`src/inc/bpo_pkg.sv`:
```
// Constants shared by the bidirectional port block.
package bpo_pkg;
  localparam logic [4:0] OFF_PIN_LEVELS = 5'h00;
  localparam logic [4:0] OFF_OUT_LATCH = 5'h04;
  localparam logic [4:0] OFF_DIRECTION = 5'h08;
  localparam logic [4:0] OFF_MEM_CTRL = 5'h0c;
  localparam logic [4:0] OFF_PAR_CTRL = 5'h10;
  localparam logic [4:0] OFF_PORTA_LATCH = 5'h14;
  localparam int BIT_EXT_BUS_DISABLE = 7;
  localparam int BIT_PAR_SLAVE_ENABLE = 4;
  localparam int BIT_SHARED_PULLUP = 7;
  localparam logic [7:0] RST_OUT_LATCH = 8'h00;
  localparam logic [7:0] RST_DIRECTION = 8'hff;
  localparam logic RST_EXT_BUS_DISABLE = 1'b1;
  localparam logic RST_PAR_SLAVE_ENABLE = 1'b0;
  localparam logic [7:0] RST_PORTA_LATCH = 8'h00;
  localparam int WIDTH_SMALL = 3;
  localparam int WIDTH_FULL = 8;
endpackage : bpo_pkg

```
`src/bpo_port.sv`:
```
// Bidirectional general-purpose port with bus and PWM pin overrides.
//
// The address map and the Avalon-MM register port were chosen for this implementation.
`timescale 1ns/10ps
module bpo_port
  import bpo_pkg::*;
#(
  parameter int WIDTH = WIDTH_FULL,
  parameter bit EXT_MEM_PRESENT = 1'b1,
  parameter bit PAR_SLAVE_PRESENT = 1'b1,
  parameter bit CAPCOMP_PRESENT = 1'b0
) (
  input wire logic I_CLK,
  input wire logic I_RST,
  input wire logic [4:0] I_AVS_ADDRESS,
  input wire logic I_AVS_READ,
  input wire logic I_AVS_WRITE,
  input wire logic [3:0] I_AVS_BYTEENABLE,
  input wire logic [31:0] I_AVS_WRITEDATA,
  output logic [31:0] O_AVS_READDATA,
  output logic O_AVS_WAITREQUEST,
  input wire logic [WIDTH-1:0] I_PIN_IN,
  output logic [WIDTH-1:0] O_PIN_OUT,
  output logic [WIDTH-1:0] O_PIN_OE,
  output logic [WIDTH-1:0] O_PULLUP_EN,
  input wire logic [WIDTH-1:0] I_MEM_AD_OUT,
  input wire logic I_MEM_AD_OE,
  output logic [WIDTH-1:0] O_MEM_AD_IN,
  output logic O_MEM_ACTIVE,
  input wire logic I_PAR_RD_OE,
  output logic [WIDTH-1:0] O_PAR_WR_DATA,
  output logic O_PAR_ACTIVE,
  input wire logic [2:0] I_EPWM_EN,
  input wire logic [2:0] I_EPWM_OUT,
  input wire logic [2:0] I_EPWM_SHUT,
  input wire logic [2:1] I_CC_EN,
  input wire logic [2:1] I_CC_OUT,
  output logic [2:1] O_CC_CAPTURE
);

  typedef struct packed {
    logic ack;
    logic [31:0] rdata;
    logic [7:0] lat;
    logic [7:0] dir;
    logic ext_bus_disable;
    logic pspm;
    logic [7:0] porta;
    logic [7:0] s1;
    logic [7:0] s2;
    logic [7:0] pout;
    logic [7:0] poe;
    logic [7:0] pull;
    logic [7:0] memin;
    logic [7:0] parwr;
    logic [2:1] capt;
  } bpo_state_t;

  bpo_state_t st;
  bpo_state_t next_st;

  localparam bpo_state_t RST_STATE = '{
    ack: 1'b0, rdata: 32'h0000_0000, lat: RST_OUT_LATCH,
    dir: RST_DIRECTION, ext_bus_disable: RST_EXT_BUS_DISABLE,
    pspm: RST_PAR_SLAVE_ENABLE, porta: RST_PORTA_LATCH,
    s1: 8'h00, s2: 8'h00, pout: 8'h00, poe: 8'h00, pull: 8'h00,
    memin: 8'h00, parwr: 8'h00, capt: 2'b00};

  // Elaboration-time checks: the logic serves only the two port widths.
  if (WIDTH != WIDTH_SMALL && WIDTH != WIDTH_FULL) begin : g_bad_width
    $error("bpo_port: WIDTH must be 3 or 8");
  end
  if (WIDTH != WIDTH_FULL && (EXT_MEM_PRESENT || PAR_SLAVE_PRESENT))
  begin : g_bad_modes
    $error("bpo_port: bus modes need the full 8-bit port");
  end

  logic [7:0] pin_ext;
  logic [7:0] mem_out_ext;
  logic mem_en;
  logic par_on;
  logic req;
  logic [7:0] wbyte;
  logic wr_ok;
  // Alternate-function inputs widened to a full byte, so that the per-pin
  // loop below never selects outside a port's declared range.
  logic [7:0] epwm_en_ext;
  logic [7:0] epwm_out_ext;
  logic [7:0] epwm_shut_ext;
  logic [7:0] cc_en_ext;
  logic [7:0] cc_out_ext;

  always_comb begin
    pin_ext = 8'h00;
    mem_out_ext = 8'h00;
    pin_ext[WIDTH-1:0] = I_PIN_IN;
    mem_out_ext[WIDTH-1:0] = I_MEM_AD_OUT;
    epwm_en_ext = {5'h00, I_EPWM_EN};
    epwm_out_ext = {5'h00, I_EPWM_OUT};
    epwm_shut_ext = {5'h00, I_EPWM_SHUT};
    cc_en_ext = {5'h00, I_CC_EN, 1'b0};
    cc_out_ext = {5'h00, I_CC_OUT, 1'b0};
  end

  // Clearing the disable bit hands the whole byte to the memory bus.
  assign mem_en = EXT_MEM_PRESENT && !st.ext_bus_disable;
  // The memory interface wins over the parallel slave mode.
  assign par_on = PAR_SLAVE_PRESENT && st.pspm && !mem_en;
  assign req = I_AVS_READ || I_AVS_WRITE;
  assign wbyte = I_AVS_WRITEDATA[7:0];
  // A write lands at the edge where the master sees waitrequest low.
  assign wr_ok = I_AVS_WRITE && st.ack && I_AVS_BYTEENABLE[0];

  always_comb begin
    logic [31:0] rd;
    logic lo;
    logic le;
    rd = 32'h0000_0000;
    lo = 1'b0;
    le = 1'b0;
    next_st = st;
    // One wait cycle per access keeps read data registered.
    next_st.ack = req && !st.ack;
    next_st.s1 = pin_ext;
    next_st.s2 = st.s1;
    case (I_AVS_ADDRESS)
      OFF_PIN_LEVELS: rd[7:0] = st.s2;
      OFF_OUT_LATCH: rd[7:0] = st.lat;
      OFF_DIRECTION: rd[7:0] = st.dir;
      OFF_MEM_CTRL: rd[BIT_EXT_BUS_DISABLE] = st.ext_bus_disable;
      OFF_PAR_CTRL: rd[BIT_PAR_SLAVE_ENABLE] = st.pspm;
      OFF_PORTA_LATCH: rd[7:0] = st.porta;
      default: rd = 32'h0000_0000;
    endcase
    if (WIDTH == WIDTH_SMALL) begin
      rd[7:WIDTH_SMALL] = (I_AVS_ADDRESS == OFF_PIN_LEVELS ||
        I_AVS_ADDRESS == OFF_OUT_LATCH || I_AVS_ADDRESS == OFF_DIRECTION) ?
        5'h00 : rd[7:WIDTH_SMALL];
    end
    if (I_AVS_READ && !st.ack) begin
      next_st.rdata = rd;
    end
    if (wr_ok) begin
      case (I_AVS_ADDRESS)
        // A write to the level register lands in the latch, as usual.
        OFF_PIN_LEVELS: next_st.lat = wbyte;
        OFF_OUT_LATCH: next_st.lat = wbyte;
        OFF_DIRECTION: next_st.dir = wbyte;
        OFF_MEM_CTRL: next_st.ext_bus_disable = wbyte[BIT_EXT_BUS_DISABLE];
        OFF_PAR_CTRL: next_st.pspm = wbyte[BIT_PAR_SLAVE_ENABLE];
        OFF_PORTA_LATCH: next_st.porta = wbyte;
        default: next_st.lat = st.lat;
      endcase
    end
    for (int i = 0; i < 8; i++) begin
      lo = st.lat[i];
      le = !st.dir[i];
      if (par_on) begin
        // Parallel data drives only while the external reader reads.
        lo = st.lat[i];
        le = I_PAR_RD_OE;
      end
      if (CAPCOMP_PRESENT && i >= 1 && i <= 2) begin
        if (cc_en_ext[i] && !st.dir[i] && !par_on) begin
          lo = cc_out_ext[i];
          le = 1'b1;
        end
      end
      if (CAPCOMP_PRESENT && i <= 2) begin
        if (epwm_en_ext[i] && !st.dir[i]) begin
          lo = epwm_out_ext[i];
          le = !epwm_shut_ext[i];
        end
      end
      if (mem_en) begin
        lo = mem_out_ext[i];
        le = I_MEM_AD_OE;
      end
      if (i >= WIDTH) begin
        lo = 1'b0;
        le = 1'b0;
      end
      next_st.pout[i] = lo;
      next_st.poe[i] = le;
      // An output pin never keeps its pull-up.
      next_st.pull[i] = st.porta[BIT_SHARED_PULLUP] && !le &&
        (i < WIDTH);
    end
    next_st.memin = mem_en ? st.s2 : 8'h00;
    // Written parallel data comes from the pins whatever the direction.
    next_st.parwr = par_on ? st.s2 : st.parwr;
    for (int j = 1; j <= 2; j++) begin
      next_st.capt[j] = CAPCOMP_PRESENT && st.dir[j] && st.s2[j];
    end
  end

  always_ff @(posedge I_CLK or posedge I_RST) begin
    if (I_RST) begin
      st <= RST_STATE;
    end else begin
      st <= next_st;
    end
  end

  assign O_AVS_WAITREQUEST = req && !st.ack;
  assign O_AVS_READDATA = st.rdata;
  assign O_PIN_OUT = st.pout[WIDTH-1:0];
  assign O_PIN_OE = st.poe[WIDTH-1:0];
  assign O_PULLUP_EN = st.pull[WIDTH-1:0];
  assign O_MEM_AD_IN = st.memin[WIDTH-1:0];
  assign O_MEM_ACTIVE = mem_en;
  assign O_PAR_WR_DATA = st.parwr[WIDTH-1:0];
  assign O_PAR_ACTIVE = par_on;
  assign O_CC_CAPTURE = st.capt;
endmodule : bpo_port

```
`config.mk`:
```
export PLATFORM = sky130hd
export DESIGN_NAME = bpo_port
export DESIGN_NICKNAME = d
export VERILOG_FILES = /design/src/inc/bpo_pkg.sv /design/src/bpo_port.sv
export SDC_FILE = /design/constraint.sdc
export NUM_CORES = 1
export LEC_CHECK = 0
export CAP_MARGIN = 20
export CORE_MARGIN = 2
export CORE_UTILIZATION = 40
export DETAILED_ROUTE_END_ITERATION = 16
export DONT_BUFFER_PORTS = 1
export PLACE_DENSITY_LB_ADDON = 0.25
export REMOVE_ABC_BUFFERS = 1
export SYNTH_ARGS = -nofsm -noshare
export SYNTH_HDL_FRONTEND = slang
export SYNTH_SLANG_ARGS = --single-unit
```
`constraint.sdc`:
```
create_clock -name I_CLK -period 2.5 [get_ports I_CLK]
set_input_delay 0 -clock I_CLK [delete_from_list [all_inputs] [get_ports I_CLK]]
set_output_delay 0 -clock I_CLK [all_outputs]
set_load 0.05 [all_outputs]
```
==> impl_results.md <==
- Status: finished, final reports clean
- Synth top cells by count: 82 x dfrtp_1, 75 x buf_4, 42 x mux2_2, 16 x o21a_1, 13 x nor2_1
- CTS tree: done
- Footprint of the multi-input gates: 0.001229 mm2
- Slew @ Worst Pin: 0.8720 ns
- Core box area: 0.009819 mm2
- Filler instances: 930
- Synth Area in XOR/XNOR: 0
- R2r worst-path depth: 4
- Synth async-reset ratio: 1.000
- CTS root buf: clkbuf_8
- Overall Power: 0.003366 W
- Vias in the first global route: 2,247
- Synth Flop Type: dfrtp_1
- Initial Util: 0.4128
- Port Buf Inserts: 0
- Fin. Hold Viols: 0
- RSZ-0062 raised after global routing: false
- CP most frequent cell: dlygate4sd3_1
- Count of cell types in the netlist: 33
- Syn Area/Cell: 12.95 um2
- Reg2reg setup slack: 0.31 ns
- Syn. warnings: 0
- Drt pass-1 iters: 4
- CTS clk-pin slew, worst paths: 0.09 ns
- Kind of critical path: in -> reg
- Routed wire length: 8.191 mm
- Hold Path Depth: 3
- Worst R2R Start: st[116]$_DFF_PP0_
- Seq cells post-synth: 91
- Antenna diodes: 0
- CP bufs+invs: 4
- Worst path top cell family by delay: buffers and inverters
- Layout cells sized above 1: 0.2524
- Clock buffer depth: 2
- Endpoints failing setup: 0
- Cell count after synthesis: 313
- Largest family of logic cells by synthesized area: multiplexers
- Initial antenna violation count: 0
- Setup crit end kind: register
- Adder-Cell Fraction of Synth Area: 0
- Arrival time at the worst endpoint: 2.63 ns
- Reg2reg end: st[77]$_DFFE_PP0P_
- Syn-to-layout area delta: 8.704%
- Peak Freq: 429.7 MHz
- WL/cell: 18.20 um
- Worst stage delay on the critical path: 0.59 ns
- Reg area: 0.002288 mm2
- Hold Crit Class: in -> reg
- Final min period: 2.327 ns
- Design area: 0.004407 mm2
- DIE WIDTH: 104.7 um
- Die H: 104.7 um
- Tcrit/Tclk final: 0.9308
- HP Start: I_AVS_ADDRESS[4]
- DR iter-0 viols: 105
- Pwr dens: 763.9 mW/mm2
- Area leader, netlist: dfrtp_1
- CP Max Fanout: 5
- CTS Buf Count: 9
- Via/cell ratio: 4.842
- Crit-path slowest cell: dlygate4sd3_1
- Synth Area in Simple Gates: 0.05895
- # rows: 36
- Slew Viols, Final: 0
- Most common cell in the netlist: dfrtp_1
- Aggregate global routing overflow: 0
- Critical-path cell list: dlygate4sd3_1 -> nor2_1 -> dlygate4sd3_1 -> nand3_1 -> dlygate4sd3_1 -> o21ai_0 -> dlygate4sd3_1
- P_leak: 2.003 nW
- Mux contribution to synthesized area: 0.1574
- Hold Path Sink: O_AVS_READDATA[1]$_DFFE_PP0P_
- Worst-case vdd ir drop: 0.3288 mV
- Drc violations: 0
- Crit start category: input port
- Clk sinks: 91
- First-pass GRT wire length: 12.90 mm
- Max_cap viols: 0
- Synth top area cells: dfrtp_1 51%, buf_4 14%, mux2_2 12%
- EDFF count, synth: 0
- Post-synthesis compound-gate area fraction: 0.06265
- Top-area cell type share of the netlist area: 0.5062
- Final Wtd Congestion: 0.7691
- Largest net degree at the start of global routing: 86
- WP data required: 2.81 ns
- Cts repair resizes: 0
- Post-DP HPWL: 5.217 mm
- Total Nets Final: 388
- Final ANT Viol Nets: 0
- Pre-CTS WS: 0.6989 ns
- Cell Area, Synth: 0.004054 mm2
- H-tree Lvls: 3
- Global-route usage over all layers: 0.1576
- TNS Setup: 0 ns
- Die Area: 0.01096 mm2
- Crit path setup slack, layout: 0.1730 ns
- DR vias: 2,179
- Area after DPL: 0.003742 mm2
- Sequential fraction of the synthesis area: 0.5645
- Layout Skew: 0.01175 ns
- Clk_lat worst skew: 0.36 ns
- Io pins: 153
- Max-slew headroom: 0.4165
[kinds of logic after synthesis]
family / after synthesis
DFF: 91
and+or+nand+nor: 42
muxes: 56
AOI/OAI and AO/OA: 34
other: 1
buffers and inverters: 89
[worst reg2reg max path: stages, from the launching register on]
cell	delay [ns]
dfrtp_1	0.41
nand3_1	0.20
nor3_2	0.53
mux2_2	0.39
dlygate4sd3_1	0.55
[through the flow]
step,std cells,hold WS [ns],utilization
2_1_floorplan,254,0.03143,-
3_3_place_gp,392,0.03148,0.3811
3_5_place_dp,392,0.03148,0.3811
4_1_cts,449,0.004716,0.4460
5_1_grt,450,0.02167,0.4488
6_report,450,0.01873,0.4488
[sequential cells by signal, indices dropped and copies added, names as in the netlist]
signal and flops:
st 35, O_AVS_READDATA 8, O_MEM_AD_IN 8, O_PAR_WR_DATA 8
O_PIN_OE 8, O_PIN_OUT 8, O_PULLUP_EN 8, next_st 8
[final cells by class]
type,count,area share
clock buffer,11,0.03208
clock inverter,5,0.01931
inverter,5,0.004827
multi-input combinational,158,0.2788
sequential,91,0.5193
tap,133,0.03776
timing repair buffer,47,0.1079
[timing repair]
item	4_1_cts	5_1_grt
endpoints found under the hold margin	131	0
buffers inserted	0	0
hold buffers	41	0
setup endpoints to repair	0	0
[worst max-delay path by stage]
stage	from	depth (start not counted)	slack (ns)	end
2_1_floorplan	I_RST	1	0.15	O_AVS_READDATA[0]$_DFFE_PP0P_
3_3_place_gp	st[116]$_DFF_PP0_	4	0.70	st[82]$_DFFE_PP0P_
3_5_place_dp	st[116]$_DFF_PP0_	4	0.70	st[78]$_DFFE_PP0P_
4_1_cts	I_AVS_ADDRESS[0]	7	0.26	O_AVS_READDATA[4]$_DFFE_PP0P_
5_1_grt	I_AVS_ADDRESS[0]	7	0.09	O_AVS_READDATA[4]$_DFFE_PP0P_
6_report	I_AVS_ADDRESS[0]	7	0.17	O_AVS_READDATA[4]$_DFFE_PP0P_
[power by group]
group | internal [W] | leakage, nW | switching (W) | total, W
Combinational | 0.000155 | 0.760 | 0.000214 | 0.000369
Sequential | 0.00159 | 1.13 | 0.000285 | 0.00188
Clock | 0.000596 | 0.110 | 0.000526 | 0.00112
Total | 0.00234 | 2.00 | 0.00103 | 0.00337
[metal layers]
layer,vias to the layer above,track usage,wire length (um)
li1,967,-,-
met1,1101,0.2142,3667
met2,99,0.2325,3772
met3,12,0.04492,632
met4,0,0.07429,119
met5,-,0,0
[cells in the final DEF, fill, tap and decap left out, types with 2 or more instances in the layout]
cell           synthesis  final
nand4_1                2      2
nand2_1                5      5
dfrtp_1               82     82
bufinv_16              0      2
dfstp_2                9      9
clkbuf_8               0     10
mux2i_1               12     12
mux2_2                42     42
o22ai_1                6      6
nor2b_1                9      9
nor3_1                 3      3
nand3_1                2      2
nor2_1                13     13
o21a_1                16     16
o21ai_0                2      2
conb_1                 1     26
mux4_2                 2      2
dlygate4sd3_1          0     41
inv_1                  5      4
a22o_1                 6      6
buf_4                 75      5
(Power assumes the default switching activity.)
